File: src/design/sctg_pkg.sv
/*
 * Constants and carrier types of the serial cycle timing generator.
 * Assumes a 10 MHz system clock and a free-running 2.048 MHz oscillator
 * square wave arriving on a pin from outside the clock domain.
 */
// Contract
// - Computer cycle lasts about 82 microseconds
// - Three equal phases A, B, C per cycle
// - Phase A instruction time, B and C operation
// - Each phase holds 14 equal bit times
// - One 14-bit syllable per phase
// - Three syllables per computer cycle
// - Four clock slots per bit, fixed order
// - Clock generator divides source by four
// - Seven gates with complements mark 14 bits
// - Phase generator divides gate rate by three
// - Slots recur 512 kHz, delay clock 2.048 MHz
// - Complementary squares: inverted drives delay lines
// - Decoded strobes from phase, bit, slot
// - Buffer, dividers, drivers in three channels
// - Four source clocks per bit, 512 kbit/s
package sctg_pkg;

    // ************************************************************
    // Counts and rates
    // ************************************************************
    localparam int NUM_CHAN     = 3;
    localparam int NUM_SLOTS    = 4;
    localparam int NUM_GATES    = 7;
    localparam int BITS_PER_PH  = 14;
    localparam int NUM_PHASES   = 3;
    localparam int OSC_KHZ      = 2048;
    localparam int MCLK_KHZ     = 10000;
    localparam int CYCLE_US_NOM = 82;
    // Exact cycle length in ns from the divider chain: 82031
    localparam int CYCLE_NS     = (NUM_PHASES * BITS_PER_PH * NUM_SLOTS * 1000000) / OSC_KHZ;

    // ************************************************************
    // Reset values
    // ************************************************************
    localparam logic [3:0] SLOT_RST  = 4'h1;
    localparam logic [6:0] GATE_RST  = 7'h00;
    localparam logic [6:0] GATE_LAST = 7'h40;
    localparam logic [2:0] PHASE_RST = 3'h1;

    // ************************************************************
    // Carriers
    // ************************************************************
    typedef struct packed {
        logic [1:0] osc_sync;
        logic       osc_prev;
        logic       feed;
        logic       dl_clk;
        logic [3:0] slot;
        logic [6:0] gate;
        logic [2:0] phase;
        logic       strobe_pbs;
        logic       strobe_bs;
    } sctg_chan_t;

    typedef struct packed {
        logic [1:0] phase_sel;
        logic [3:0] bit_sel;
        logic [1:0] slot_sel;
    } sctg_strobe_sel_t;

    typedef sctg_chan_t [NUM_CHAN-1:0] sctg_state_t;

endpackage

File: src/design/sctg_top.sv
/*
 * Triple-channel timing generator: slot, gate and phase dividers.
 * Assumes osc_i is an unsynchronised 2.048 MHz square wave and that
 * sync_clr_i and strobe_sel_i come from logic on mclk_i.
 */
`timescale 1ns/10ps
module sctg_top (
    input  wire logic                       mclk_i,
    input  wire logic                       rst_n_i,
    input  wire logic                       osc_i,
    input  wire logic                       sync_clr_i,
    input  wire sctg_pkg::sctg_strobe_sel_t strobe_sel_i,
    output logic [2:0]                      divider_feed_square_o,
    output logic [2:0]                      delay_line_drive_clock_o,
    output logic [2:0][3:0]                 slot_o,
    output logic [2:0][6:0]                 gate_o,
    output logic [2:0][2:0]                 phase_o,
    output logic [2:0]                      instr_time_o,
    output logic [2:0]                      strobe_pbs_o,
    output logic [2:0]                      strobe_bs_o
);

    // ************************************************************
    // Helpers
    // ************************************************************
    // Bit time 1..14 from the twisted-ring gate pattern
    function automatic logic [3:0] gate_bit(input logic [6:0] g);
        logic [3:0] ones;
        ones = 4'h0;
        for (int i = 0; i < sctg_pkg::NUM_GATES; i++) begin
            ones = ones + {3'h0, g[i]};
        end
        if (g[0] || (g == sctg_pkg::GATE_RST)) begin
            gate_bit = ones + 4'h1;
        end else begin
            gate_bit = 4'hf - ones;
        end
    endfunction

    function automatic logic [1:0] onehot_idx(input logic [3:0] v);
        onehot_idx = {v[3] | v[2], v[3] | v[1]};
    endfunction

    // ************************************************************
    // State
    // ************************************************************
    sctg_pkg::sctg_state_t st_r;
    sctg_pkg::sctg_state_t st_nxt;

    always_comb begin
        logic       tick;
        logic       last_bit;
        logic [3:0] nbit;
        tick     = 1'b0;
        last_bit = 1'b0;
        nbit     = 4'h0;
        st_nxt   = st_r;
        // Each channel has its own buffer and dividers
        for (int c = 0; c < sctg_pkg::NUM_CHAN; c++) begin
            st_nxt[c].osc_sync = {st_r[c].osc_sync[0], osc_i};
            st_nxt[c].osc_prev = st_r[c].osc_sync[1];
            // Complementary squares at the source rate
            st_nxt[c].feed     = st_r[c].osc_sync[1];
            st_nxt[c].dl_clk   = ~st_r[c].osc_sync[1];
            tick     = st_r[c].osc_sync[1] & ~st_r[c].osc_prev;
            last_bit = st_r[c].gate == sctg_pkg::GATE_LAST;
            if (sync_clr_i) begin
                // Hold at A, bit 1, W; first rising source edge moves on
                st_nxt[c].slot  = sctg_pkg::SLOT_RST;
                st_nxt[c].gate  = sctg_pkg::GATE_RST;
                st_nxt[c].phase = sctg_pkg::PHASE_RST;
            end else if (tick) begin
                // Divide source by four, W X Y Z in order
                st_nxt[c].slot = {st_r[c].slot[2:0], st_r[c].slot[3]};
                if (st_r[c].slot[3]) begin
                    // Seven-stage twisted ring: 14 bit times
                    st_nxt[c].gate = {st_r[c].gate[5:0], ~st_r[c].gate[6]};
                    if (last_bit) begin
                        // Divide by three: A B C, one syllable each
                        st_nxt[c].phase = {st_r[c].phase[1:0], st_r[c].phase[2]};
                    end
                end
            end
            // Strobes decoded from next state so they align with it
            nbit = gate_bit(st_nxt[c].gate);
            st_nxt[c].strobe_bs = (nbit == strobe_sel_i.bit_sel)
                && (onehot_idx(st_nxt[c].slot) == strobe_sel_i.slot_sel);
            st_nxt[c].strobe_pbs = st_nxt[c].strobe_bs
                && (onehot_idx({1'b0, st_nxt[c].phase}) == strobe_sel_i.phase_sel);
        end
    end

    always_ff @(posedge mclk_i or negedge rst_n_i) begin
        if (!rst_n_i) begin
            for (int c = 0; c < sctg_pkg::NUM_CHAN; c++) begin
                st_r[c].osc_sync   <= 2'h0;
                st_r[c].osc_prev   <= 1'b0;
                st_r[c].feed       <= 1'b0;
                st_r[c].dl_clk     <= 1'b1;
                st_r[c].slot       <= sctg_pkg::SLOT_RST;
                st_r[c].gate       <= sctg_pkg::GATE_RST;
                st_r[c].phase      <= sctg_pkg::PHASE_RST;
                st_r[c].strobe_pbs <= 1'b0;
                st_r[c].strobe_bs  <= 1'b0;
            end
        end else begin
            st_r <= st_nxt;
        end
    end

    // ************************************************************
    // Outputs
    // ************************************************************
    // Channels kept apart; voting belongs to the consumers
    always_comb begin
        for (int c = 0; c < sctg_pkg::NUM_CHAN; c++) begin
            divider_feed_square_o[c]    = st_r[c].feed;
            delay_line_drive_clock_o[c] = st_r[c].dl_clk;
            slot_o[c]                   = st_r[c].slot;
            gate_o[c]                   = st_r[c].gate;
            phase_o[c]                  = st_r[c].phase;
            instr_time_o[c]             = st_r[c].phase[0];  // Phase A
            strobe_pbs_o[c]             = st_r[c].strobe_pbs;
            strobe_bs_o[c]              = st_r[c].strobe_bs;
        end
    end

endmodule // sctg_top

File: config.mk
export PLATFORM = sky130hd
export DESIGN_NAME = sctg_top
export DESIGN_NICKNAME = d
export VERILOG_FILES = /design/src/design/sctg_pkg.sv /design/src/design/sctg_top.sv
export SDC_FILE = /design/constraint.sdc
export NUM_CORES = 1
export LEC_CHECK = 0
export BUFFER_PORTS_ARGS = -buffer_cell sky130_fd_sc_hd__buf_2
export CAP_MARGIN = 20
export CELL_PAD_IN_SITES_DETAIL_PLACEMENT = 0
export CELL_PAD_IN_SITES_GLOBAL_PLACEMENT = 1
export CORE_MARGIN = 5
export CORE_UTILIZATION = 38
export CTS_CLUSTER_DIAMETER = 30
export CTS_CLUSTER_SIZE = 10
export DETAILED_ROUTE_END_ITERATION = 16
export PLACE_DENSITY = 0.76
export SYNTH_ARGS = -nofsm -noshare
export SYNTH_HDL_FRONTEND = slang
export SYNTH_SLANG_ARGS = --single-unit
File: constraint.sdc
create_clock -name mclk_i -period 4.2 [get_ports mclk_i]
set_input_delay 0.63 -clock mclk_i [delete_from_list [all_inputs] [get_ports mclk_i]]
set_output_delay 0.63 -clock mclk_i [all_outputs]
set_load 0.05 [all_outputs]
# [Yosys cells after proc, flatten, opt, wreduce, memory -nomap -nowiden]
# Cells that the tools add are included.
[word_totals] wordCells=123 out_inout_bits=57 ff_bits=60
[classes] add_sub_neg=24 n_eq_ne=12 n_mux=15 n_bitwise=18 n_reduce_logical=24
[op_table] op="$mux 14" n=6
[op_table] op="$add 4x1->4" n=9
[op_table] op="$mux 10" n=3
[op_table] op="$eq 7x7->1 const B" n=3
[op_table] op="$logic_not 7->1" n=3
[op_table] op="$reduce_bool 2->1" n=9
[op_table] op="$add 3x1->4" n=3
[op_table] op="$add 4x1->4 const B" n=3
[op_table] op="$eq 2x2->1" n=6
[op_table] op="$eq 4x4->1" n=3
[op_table] op="$mux 4" n=3
[op_table] op="$sub 4x4->4 const A" n=3
[op_table] op="$add 2x1->3" n=3
[op_table] op="$mux 3" n=3
[op_table] op="$not 1->1" n=9
[op_table] op="$reduce_and 3->1" n=3
[op_table] op="$add 1x1->2" n=3
[op_table] op="$logic_and 1x1->1" n=6
[op_table] op="$or 1x1->1" n=6
[op_table] op="$and 1x1->1" n=3
[op_table] op="$logic_or 1x1->1" n=3

# [Longest topological paths before layout]
# Gate-level depths: netlist of run 1.
[depth] depth_word=16 mapped_depth=20 depth_no_buf=18

# [Worst setup path before layout of run 1]
# No wires, ideal clock.
[synth_path] kind="input to register" start="input sync_clr_i" end="register st_r, in the netlist strobe_pbs_o[1]" path_stages=19 required_time_ns=4.104 slack_ns=-0.898 arrival_time_ns=5.002 n_path_buf=4 setup_ns=0.096 path_cell_list="clkbuf_1 -> clkbuf_1 -> clkbuf_1 -> clkbuf_1 -> nor2_1 -> inv_1 -> fa_1 -> fa_1 -> inv_1 -> fa_1 -> inv_1 -> fa_1 -> inv_1 -> ha_1 -> nand3b_1 -> o211a_1 -> or4_1 -> o2bb2ai_1 -> nor4_2"
[synth_rtl] element="start: declaration" line="sctg_top.sv:11" rtl="input wire logic sync_clr_i,"
[synth_rtl] element="end signal: assignment" line="sctg_top.sv:107" rtl="st_r <= st_nxt;"
[synth_rtl] element="end: declaration" line="sctg_top.sv:47" rtl="sctg_pkg::sctg_state_t st_r;"

==> reports/metrics.yaml, run 1 <==
setup-tns-final_ns: -0.00686
cts_max_level: 2
grt_pass1_vias: 2986
n_antenna_cell: 0
groute.usage.overall_pct: 16.5
power_mw: 0.977
power_per_cell_area_mw_per_mm2: 224
syn-num-nets: 371
failed_checks: "setup timing"
design.core.area_mm2: 0.00872
layout-drive-gt1-share_pct: 41.6
maximum_clock_frequency_mhz: 238
place_area_mm2: 0.00405
hpwl_mm: 7.14
ctsHoldBuffers: 0
fin_skew_ns: 0.00723
path_class: "register to register"
worst_slew_margin_pct: 53.9
gpl.final_weighted_congestion: 0.802
maxCapViolations: 0
synthToLayoutAreaGrowth_pct: 28.2
total_of_endpoints_with_negative_setup_slack_in_the_final_report: 1
fraction_of_synthesized_cell_area_taken_by_the_top_area_cell_type_pct: 33.1
grt_overflow_total: 0
drt_pass1_iterations: 4
post_synthesis_sequential_area_ratio_pct: 38.5
hold_path.class: "register to register"
num-nets-final: 467
layout_min_cycle_time_ns: 4.21
syn-instance-count: 341
synth_top_area_cell: "sky130_fd_sc_hd__dfrtp_1"
netlist-cell-type-count: 61
tritoncts: "yes"
ys_ff_latch: 52
cp_max_fo: 5
detail_route.iter0.violations: 73
tightest_slew_ns: 0.685
fp.dieArea_mm2: 0.0109
avgSynthCellArea_um2: 9.98
synth-async-reset-ratio_pct: 100
io_pins: 69
synth_edf_count: 0
synthTopCellsByArea: "sky130_fd_sc_hd__dfrtp_1 33%, sky130_fd_sc_hd__fa_1 7.1%, sky130_fd_sc_hd__mux2i_1 6.5%"
vdd.ir_drop.worst_v: 0.000222
setup_repair_after_global_routing_missed_its_margin: "yes"
cts_buffer_depth: 2
layout.filler_cells: 801
drtAntennaViolNets: 0
timing.hold.ws_ns: 0.359
floorplan.initialDensity_pct: 39.0
syn-cell-area_mm2: 0.00340
grt_pass1_wl_mm: 15.0
fp-row-count: 34
drc: 0
cts_inserted_buffers: 5
timing.final.crit_share_pct: 100
routed_wirelength_mm: 9.29
multi_input_comb_area_mm2: 0.00203
worst-endpoint-arrival_ns: 4.43
total_number_of_vias: 2931
grt_max_degree: 53
worstSetupStartpointType: "register"
critical_path_required_ns: 4.42
final-max-slew-violation-count: 0
number_of_clock_sinks: 52
postLayoutCellArea_mm2: 0.00436
final_critical_path_setup_slack_ns: -0.00686
clock-root-buffer: "sky130_fd_sc_hd__clkbuf_8"
final-hold-violation-count: 0
avgViaCountPerCell: 5.37
worst_skew_pair.late_latency_ns: 0.30
die_height_um: 105
path_clk_slew_ns: 0.10
synth.yosys.warnings: 0
grt_antenna_before_repair: 0
die_x_um: 105
ys_dominant_reg_cell: "sky130_fd_sc_hd__dfrtp_1"
portBuffers: 68
ff_latch_area_mm2: 0.00131
run_status: "finished with violations"
post_drt_wl_per_cell_um: 17.0
total_leakage_power_nw: 2.12
crit_path_end_kind: "register"
## critical path, stage by stage, from the launching register on
cell	delay (ns)
sky130_fd_sc_hd__dfrtp_2	0.44
sky130_fd_sc_hd__and3b_2	0.29
sky130_fd_sc_hd__mux2i_1	0.23
sky130_fd_sc_hd__nor2_2	0.08
sky130_fd_sc_hd__inv_2	0.08
sky130_fd_sc_hd__fa_1	0.43
sky130_fd_sc_hd__fa_1	0.53
sky130_fd_sc_hd__inv_2	0.04
sky130_fd_sc_hd__fa_2	0.33
sky130_fd_sc_hd__inv_2	0.06
sky130_fd_sc_hd__fa_2	0.46
sky130_fd_sc_hd__inv_2	0.09
sky130_fd_sc_hd__ha_4	0.14
sky130_fd_sc_hd__nand3b_1	0.07
sky130_fd_sc_hd__o211a_1	0.15
sky130_fd_sc_hd__or4_4	0.43
sky130_fd_sc_hd__o2bb2ai_4	0.14
sky130_fd_sc_hd__nor4_2	0.14
## flip-flops by register name (all words and copies together) (netlist names)
signal	cells
delay_line_drive_clock_o	1
divider_feed_square_o	1
gate_o	21
instr_time_o	3
phase_o	6
slot_o	12
st_nxt	2
strobe_bs_o	3
strobe_pbs_o	3
## cells in the final DEF (no fill, tap or decap), drive strengths merged, types with 2 or more instances in the layout
cell type  netlist  final
nor3             4      4
a2bb2oi          2      2
a21oi           22     22
or4              5      5
o21ai            7      7
nor3b            3      3
dfstp            7      7
buf             14    110
nand4            8      8
a221oi           2      2
a311o            2      2
nand4bb          3      3
dfrtp           45     45
or2             10     10
and3b            2      2
xor2             8      8
xnor2           12     12
a21o             2      2
clkbuf           7      8
o31ai            5      5
fa              12     12
a31oi            5      5
inv             30     30
nand2           25     25
nor4bb           2      2
nor2            13     13
nor4            10     10
nand2b           6      6
ha               6      6
and2             2      2
nand3            8      8
o41ai            2      2
nand3b           4      4
o32ai            2      2
nor2b            7      7
mux2i           22     22
## Yosys cell counts (all sizes together) (3+ instances only)
master,instances
xnor2,12
or4,5
xor2,8
nand4,8
fa,12
a21oi,22
nor3b,3
o31ai,5
o21ai,7
nand4bb,3
nor2b,7
buf,14
mux2i,22
nand2b,6
ha,6
nand3b,4
dfrtp,45
dfstp,7
nand2,25
nor3,4
nand3,8
or2,10
nor2,13
a31oi,5
inv,30
clkbuf,7
nor4,10
## per-stage QoR
step	instances	utilization, %	setup WS (ns)
2_1_floorplan	341	-	-0.261
3_3_place_gp	531	46.4	-0.0231
3_5_place_dp	531	46.4	-0.234
4_1_cts	540	48.0	0.00703
5_1_grt	546	50.0	-0.181
6_report	546	50.0	-0.00686
## area by class of cell
cell class / count / share of cell area, %
Timing Repair Buffer: 110 / 15.4
Inverter: 30 / 2.58
Sequential cell: 52 / 30.1
Tap cell: 108 / 3.10
Multi-Input combinational cell: 238 / 46.5
Clock buffer: 8 / 2.29
## kinds of logic (layout without fill, tap and decap cells)
family / count (synthesis) / in the layout / share of synthesized area [%]
flip-flops: 52 / 52 / 38.5
multiplexers: 23 / 23 / 6.91
adder cells (fa/ha/maj): 18 / 18 / 9.27
buffers and inverters: 51 / 148 / 7.06
AO/OA/AOI/OAI: 60 / 60 / 12.4
AND/OR/NAND/NOR: 117 / 117 / 20.7
XOR/XNOR: 20 / 20 / 5.15
## final timing paths
check,startpoint,to,slack (ns),cells after the start
setup / recovery,divider_feed_square_o[0],strobe_pbs_o[1],-0.007,17
hold / removal,st_nxt[62],st_nxt[17],0.36,0
setup reg to reg,divider_feed_square_o[0],strobe_pbs_o[1],-0.007,17
hold reg to reg,st_nxt[62],st_nxt[17],0.36,0
max in group asynchronous,rst_n_i,divider_feed_square_o[0],3.26,2
min in group asynchronous,rst_n_i,gate_o[5],0.44,2
## per-layer routing
| layer | track usage, % | wire length (µm) |
|---|---|---|
| met3 | 3.27 | 437 |
| met1 | 21.7 | 4120 |
| met5 | 0 | 0 |
| met2 | 27.9 | 4600 |
| met4 | 4.29 | 133 |
## what timing repair did
item,in CTS,in global routing
setup buffers,1,6
pin swaps,2,12
resized for setup,9,29
endpoints found under the setup margin,3,6
## power breakdown
group / switching, mW / internal [mW]
clock network: 0.167 / 0.151
logic: 0.0960 / 0.0470
registers: 0.00672 / 0.510
total: 0.269 / 0.708
No activity file was read; power rests on OpenSTA's default activity.
==> run 2: changes to the inputs <==
--- a/config.mk
+++ b/config.mk
@@ -15,6 +15,7 @@
 export CTS_CLUSTER_SIZE = 10
 export DETAILED_ROUTE_END_ITERATION = 16
 export PLACE_DENSITY = 0.76
+export REMOVE_ABC_BUFFERS = 1
 export SYNTH_ARGS = -nofsm -noshare
 export SYNTH_HDL_FRONTEND = slang
 export SYNTH_SLANG_ARGS = --single-unit
==> run 2 against run 1 <==
Die area unchanged; critical endpoint is now strobe_bs_o[1]; global-route usage up 0.66 points; the run still ends with setup timing left; sequential power about the same; largest power group unchanged; largest cell class unchanged.
==> reports/metrics.yaml, run 2 (synthesis gave the netlist of run 1 again) <==
flip_flop_count_of_the_largest_register_all_copies_and_words_added: 21  # unchanged
layout.filler_cells: 837  # +4.5%
number_of_clock_sinks: 52  # unchanged
io_pins: 69  # unchanged
cts_buffer_depth: 2  # unchanged
post_drt_wl_per_cell_um: 16.9  # -0.68%
timing.hold.ws_ns: 0.381  # +0.0218 ns
drt_pass1_iterations: 4  # unchanged
maxCapViolations: 0  # unchanged
place_ws_ns: -0.256  # -0.0226 ns
fin_skew_ns: 0.0153  # +0.00806 ns
power_mw: 0.957  # -2.1%
worstSetupStartpointType: "register"
tritoncts: "yes"
tightest_slew_ns: 0.724  # +0.0387 ns
drtAntennaViolNets: 0  # unchanged
design.core.area_mm2: 0.00872  # unchanged
ff_latch_area_mm2: 0.00131  # about the same
power_per_cell_area_mw_per_mm2: 218  # -2.5%
grt_antenna_before_repair: 1  # +1
total_of_endpoints_with_negative_setup_slack_in_the_final_report: 2  # +1
die_x_um: 105  # unchanged
vdd.ir_drop.worst_v: 0.000135  # -39%
crit_path_end_kind: "register"
layout_min_cycle_time_ns: 4.34  # +0.129 ns
setup_repair_after_global_routing_missed_its_margin: "yes"
fp.dieArea_mm2: 0.0109  # unchanged
cp_max_fo: 4  # -1
path_clk_slew_ns: 0.10  # about the same
multi_input_comb_area_mm2: 0.00195  # -3.7%
groute.usage.overall_pct: 17.2  # +0.66 points
place_area_mm2: 0.00407  # +0.37%
floorplan.initialDensity_pct: 39.0  # unchanged
detail_route.iter0.violations: 124  # +70%
failed_checks: "setup timing"
fp-row-count: 34  # unchanged
maximum_clock_frequency_mhz: 231  # -3.0%
num-nets-final: 482  # +3.2%
avgViaCountPerCell: 5.32  # -0.89%
final_core_util_pct: 50.2  # +0.23 points
gpl.final_weighted_congestion: 0.816  # +1.8%
hpwl_mm: 7.13  # -0.20%
final_critical_path_setup_slack_ns: -0.136  # -0.129 ns
worst_skew_pair.late_latency_ns: 0.31  # about the same
grt_pass1_wl_mm: 15.5  # +3.7%
total_leakage_power_nw: 2.20  # +3.5%
run_status: "finished with violations"
portBuffers: 68  # unchanged
path_class: "register to register"
worst-endpoint-arrival_ns: 4.56  # +0.13 ns
final-hold-violation-count: 0  # unchanged
grt_overflow_total: 0  # unchanged
cts_max_level: 2  # unchanged
synthToLayoutAreaGrowth_pct: 28.8
hold_path.class: "register to register"
die_height_um: 105  # unchanged
cts_inserted_buffers: 5  # unchanged
clock-root-buffer: "sky130_fd_sc_hd__clkbuf_8"
drc: 0  # unchanged
grt_max_degree: 53  # unchanged
total_number_of_vias: 2990  # +2.0%
routed_wirelength_mm: 9.49  # +2.2%
top_library_cells_by_usage_in_the_layout_fill_and_taps_aside: "68 x sky130_fd_sc_hd__buf_2, 55 x sky130_fd_sc_hd__buf_4, 43 x sky130_fd_sc_hd__dfrtp_1"
timing.final.crit_share_pct: 103  # +3.1 points
worst_slew_margin_pct: 51.3  # -2.6 points
critical_path_required_ns: 4.43  # about the same
layout_commonest_cell: "sky130_fd_sc_hd__buf_2"
grt_pass1_vias: 3004  # +0.60%
postLayoutCellArea_mm2: 0.00438  # +0.46%
layout-drive-gt1-share_pct: 39.1  # -2.5 points
ctsHoldBuffers: 0  # unchanged
final-max-slew-violation-count: 0  # unchanged
[run 2: cell types whose count changed in the layout (fill, tap and decap cells not counted), sizes merged]
cell and change:
clkbuf -3, clkinv +1, inv +1, diode +1, clkinvlp +1, buf +15
[run 2: power by group]
group | leakage, nW | switching (mW) | internal [mW]
logic | 1.46 | 0.0957 | 0.0436
clock network | 0.0445 | 0.183 | 0.119
registers | 0.690 | 0.00597 | 0.510
[run 2: timing repair]
action / in CTS / in global routing
setup buffers: 8 / 7
resized for setup: 11 / 15
hold endpoints to repair: 0 / 0
pin swaps: 9 / 11
endpoints found under the setup margin: 3 / 6
[run 2: final cells by class]
| class | count | area share [%] |
|---|---|---|
| Antenna cell | 1 | 0.0571 |
| Clock buffer | 5 | 1.57 |
| Clock inverter | 3 | 0.485 |
| Inverter | 30 | 2.57 |
| Multi-Input combinational cell | 238 | 44.6 |
| Sequential cell | 52 | 30.0 |
| Tap cell | 108 | 3.08 |
| Timing Repair Buffer | 125 | 17.7 |
[run 2: critical path: stages (launching register included)]
cell	delay, ns
sky130_fd_sc_hd__dfrtp_1	0.43
sky130_fd_sc_hd__buf_6	0.14
sky130_fd_sc_hd__or2b_1	0.24
sky130_fd_sc_hd__o22ai_2	0.16
sky130_fd_sc_hd__nand2b_4	0.17
sky130_fd_sc_hd__fa_1	0.40
sky130_fd_sc_hd__fa_1	0.49
sky130_fd_sc_hd__inv_1	0.05
sky130_fd_sc_hd__fa_2	0.33
sky130_fd_sc_hd__inv_2	0.06
sky130_fd_sc_hd__fa_1	0.44
sky130_fd_sc_hd__inv_2	0.10
sky130_fd_sc_hd__ha_4	0.13
sky130_fd_sc_hd__nand3b_1	0.08
sky130_fd_sc_hd__o211a_1	0.14
sky130_fd_sc_hd__or4_4	0.52
sky130_fd_sc_hd__o2bb2ai_4	0.15
sky130_fd_sc_hd__buf_4	0.14
sky130_fd_sc_hd__nor3_2	0.09
[run 2: worst paths after layout]
check / cells past startpoint / startpoint / slack (ns) / to
max in group asynchronous: 2 / rst_n_i / 3.29 / slot_o[7]
hold reg to reg: 0 / st_nxt[62] / 0.38 / st_nxt[17]
setup reg to reg: 18 / divider_feed_square_o[0] / -0.14 / strobe_bs_o[1]
min in group asynchronous: 2 / rst_n_i / 0.43 / slot_o[9]
hold / removal: 0 / st_nxt[62] / 0.38 / st_nxt[17]
setup / recovery: 18 / divider_feed_square_o[0] / -0.14 / strobe_bs_o[1]
[run 2: per-layer routing]
| layer | global-route usage (%) | up-vias | wire, µm |
|---|---|---|---|
| li1 | - | 1424 | - |
| met1 | 24.0 | 1445 | 4280 |
| met2 | 26.6 | 109 | 4410 |
| met3 | 3.95 | 12 | 622 |
| met4 | 5.39 | 0 | 173 |
| met5 | 0 | - | 0 |
[run 2: stage by stage]
step,setup TNS [ns],cells
3_5_place_dp,-0.775,538
6_report,-0.256,562
2_1_floorplan,-4.91,320
5_1_grt,-1.03,562
4_1_cts,-0.264,554
3_3_place_gp,-0.317,538
==> run 3: changes to the inputs <==
--- a/config.mk
+++ b/config.mk
@@ -5,16 +5,17 @@
 export SDC_FILE = /design/constraint.sdc
 export NUM_CORES = 1
 export LEC_CHECK = 0
+export ABC_AREA = 1
 export BUFFER_PORTS_ARGS = -buffer_cell sky130_fd_sc_hd__buf_2
 export CAP_MARGIN = 20
 export CELL_PAD_IN_SITES_DETAIL_PLACEMENT = 0
 export CELL_PAD_IN_SITES_GLOBAL_PLACEMENT = 1
 export CORE_MARGIN = 5
-export CORE_UTILIZATION = 38
+export CORE_UTILIZATION = 37
 export CTS_CLUSTER_DIAMETER = 30
 export CTS_CLUSTER_SIZE = 10
 export DETAILED_ROUTE_END_ITERATION = 16
-export PLACE_DENSITY = 0.76
+export PLACE_DENSITY = 0.77
 export REMOVE_ABC_BUFFERS = 1
 export SYNTH_ARGS = -nofsm -noshare
 export SYNTH_HDL_FRONTEND = slang
==> run 3 against run 2 <==
The flow now finishes without violations; area after synthesis up 3.6%; critical path type unchanged; sequential power is 3% higher; first-iteration DRC count down 22%; critical path depth rose by 2; flip-flop and latch count unchanged; largest power group unchanged; final area decreased by 4.5%.
==> reports/metrics.yaml, run 3 <==
run_status: "completed"
grt_pass1_vias: 2926  # -2.6%
synth-async-reset-ratio_pct: 100  # unchanged
power_per_cell_area_mw_per_mm2: 271  # +24%
drc: 0  # unchanged
number_of_clock_sinks: 52  # unchanged
fraction_of_synthesized_cell_area_taken_by_the_top_area_cell_type_pct: 31.9  # -1.2 points
final-max-slew-violation-count: 0  # unchanged
crit_path_end_kind: "register"
io_pins: 69  # unchanged
synth.yosys.warnings: 0  # unchanged
fin_skew_ns: 0.0163  # +0.00100 ns
worstSetupStartpointType: "register"
routed_wirelength_mm: 8.94  # -5.8%
top_library_cells_by_usage_in_the_layout_fill_and_taps_aside: "104 x sky130_fd_sc_hd__nand2_1, 101 x sky130_fd_sc_hd__inv_1, 68 x sky130_fd_sc_hd__buf_2"
vdd.ir_drop.worst_v: 0.000126  # -6.8%
syn-instance-count: 442  # +30%
tritoncts: "yes"
die_x_um: 108  # +2.8%
tightest_slew_ns: 0.668  # -0.0556 ns
grt_pass1_wl_mm: 14.5  # -6.4%
worst_slew_margin_pct: 55.5  # +4.1 points
maxCapViolations: 0  # unchanged
avgViaCountPerCell: 4.57  # -14%
layout_min_cycle_time_ns: 3.97  # -0.367 ns
ys_dominant_reg_cell: "sky130_fd_sc_hd__dfrtp_1"
grt_antenna_before_repair: 0  # -1
path_class: "register to register"
post_synthesis_sequential_area_ratio_pct: 37.2  # -1.3 points
detail_route.iter0.violations: 97  # -22%
drt_pass1_iterations: 4  # unchanged
fin_cells: 655  # +17%
maximum_clock_frequency_mhz: 252  # +9.2%
portBuffers: 68  # unchanged
layout.filler_cells: 978  # +17%
total_of_endpoints_with_negative_setup_slack_in_the_final_report: 0  # -2
power_mw: 1.13  # +19%
timing.final.crit_share_pct: 94.5  # -8.7 points
critical_path_required_ns: 4.43  # about the same
fp-row-count: 35  # +2.9%
fp.dieArea_mm2: 0.0116  # +5.8%
hpwl_mm: 7.14  # +0.12%
grt_overflow_total: 0  # unchanged
drtAntennaViolNets: 0  # unchanged
die_height_um: 108  # +2.8%
synthTopCellsByArea: "sky130_fd_sc_hd__dfrtp_1 32%, sky130_fd_sc_hd__nand2_1 11%, sky130_fd_sc_hd__inv_1 11%"
cts_max_level: 2  # unchanged
n_antenna_cell: 0  # -1
floorplan.initialDensity_pct: 38.0  # -1.0 points
hold_path.class: "register to register"
ys_top_cells_by_count: "104 x sky130_fd_sc_hd__nand2_1, 102 x sky130_fd_sc_hd__inv_1, 51 x sky130_fd_sc_hd__nand3_1, 45 x sky130_fd_sc_hd__dfrtp_1, 16 x sky130_fd_sc_hd__nand3_2"
gpl.final_weighted_congestion: 0.853  # +4.5%
total_number_of_vias: 2993  # +0.10%
placed_cells: 637  # +18%
worst_skew_pair.late_latency_ns: 0.32  # about the same
flip_flop_count_of_the_largest_register_all_copies_and_words_added: 21  # unchanged
netlist-cell-type-count: 33  # -46%
final-hold-violation-count: 0  # unchanged
num-nets-final: 555  # +15%
post_drt_wl_per_cell_um: 13.7  # -19%
syn-cell-area_mm2: 0.00352  # +3.6%
synth_edf_count: 0  # unchanged
groute.usage.overall_pct: 16.0  # -1.2 points
total_leakage_power_nw: 2.52  # +15%
design.core.area_mm2: 0.00928  # +6.5%
clock-root-buffer: "sky130_fd_sc_hd__clkbuf_8"
ys_ff_latch: 52  # unchanged
cts_inserted_buffers: 5  # unchanged
synth_top_area_cell: "sky130_fd_sc_hd__dfrtp_1"
synthMostInstantiatedCell: "sky130_fd_sc_hd__nand2_1"
worst-endpoint-arrival_ns: 4.20  # -0.36 ns
r2r_setup_slack_ns: 0.23  # +0.37 ns
layout-drive-gt1-share_pct: 30.2  # -8.8 points
avgSynthCellArea_um2: 7.97  # -20%
layout_commonest_cell: "sky130_fd_sc_hd__nand2_1"
cp_max_fo: 8  # +4
grt_max_degree: 53  # unchanged
synthToLayoutAreaGrowth_pct: 18.7
cts_buffer_depth: 2  # unchanged
path_clk_slew_ns: 0.10  # about the same
ctsHoldBuffers: 0  # unchanged
run 3: report_power, final:
part / leakage, nW / internal [mW] / switching, mW
sequential: 0.683 / 0.519 / 0.0131
clock: 0.0414 / 0.119 / 0.181
combinational: 1.80 / 0.0906 / 0.212
run 3: critical path: stages (launching register included):
cell                      delay [ns]
sky130_fd_sc_hd__dfrtp_2        0.44
sky130_fd_sc_hd__buf_4          0.17
sky130_fd_sc_hd__nand3_4        0.11
sky130_fd_sc_hd__buf_4          0.14
sky130_fd_sc_hd__nor2_1         0.04
sky130_fd_sc_hd__nor2_1         0.13
sky130_fd_sc_hd__inv_1          0.10
sky130_fd_sc_hd__fa_1           0.50
sky130_fd_sc_hd__fa_1           0.49
sky130_fd_sc_hd__inv_1          0.05
sky130_fd_sc_hd__fa_1           0.36
sky130_fd_sc_hd__inv_1          0.08
sky130_fd_sc_hd__fa_1           0.45
sky130_fd_sc_hd__buf_4          0.15
sky130_fd_sc_hd__nor2_1         0.10
sky130_fd_sc_hd__nand2_1        0.07
sky130_fd_sc_hd__nand3_1        0.09
sky130_fd_sc_hd__nand2_1        0.05
sky130_fd_sc_hd__inv_1          0.07
sky130_fd_sc_hd__nand3_2        0.09
sky130_fd_sc_hd__nor3_2         0.20
run 3: cell families (layout without fill, tap and decap cells):
group / count (synthesis) / in the layout / share of synthesized area, %
compound gates: 13 / 13 / 2.70
flops: 52 / 52 / 37.2
buf+inv: 124 / 208 / 15.2
xor+xnor: 8 / 8 / 1.99
fa+ha+maj: 18 / 18 / 8.95
simple gates: 227 / 227 / 34.0
run 3: path summary, 6_finish.rpt:
kind,from,to,depth (start not counted)
setup / recovery,st_nxt[17],strobe_pbs_o[2],20
min in group asynchronous,rst_n_i,slot_o[9],2
hold reg to reg,st_nxt[62],st_nxt[17],0
hold / removal,st_nxt[62],st_nxt[17],0
setup reg to reg,st_nxt[17],strobe_pbs_o[2],20
max in group asynchronous,rst_n_i,slot_o[11],2
run 3: per-layer routing:
metal,share of wire [%],global-route usage [%],vias up
li1,-,-,1509
met1,43,20.0,1435
met2,52,28.3,43
met3,3.7,2.70,6
met4,1.2,4.42,0
met5,0,0,-
run 3: stage by stage:
step | TNS, ns | worst slack (ns) | util, % | hold slack [ns] | area [µm²]
after floorplan | -2.63 | -0.502 | - | 0.331 | 3400
after global placement | 0 | 0.171 | 43.1 | 0.348 | 4000
after detailed placement | 0 | 0.130 | 43.1 | 0.344 | 4000
after CTS | 0 | 0.0929 | 44.1 | 0.361 | 4090
after global routing | -0.0229 | -0.0229 | 45.1 | 0.369 | 4180
final | 0 | 0.231 | 45.1 | 0.359 | 4180
run 3: final cells by class:
type                            count  area [µm²]  area share (%)
Inverter                          109         422            10.1
Timing Repair Buffer               91         513            12.3
Tap cell                          129         161            3.86
Multi-Input combinational cell    266        1680            40.3
Clock buffer                        6        72.6            1.73
Sequential cell                    52        1310            31.4
Clock inverter                      2        16.3           0.389
run 3: timing repair:
item,4_1_cts,5_1_grt
buffers inserted,0,10
setup endpoints to repair,0,2
gates resized for setup,0,8
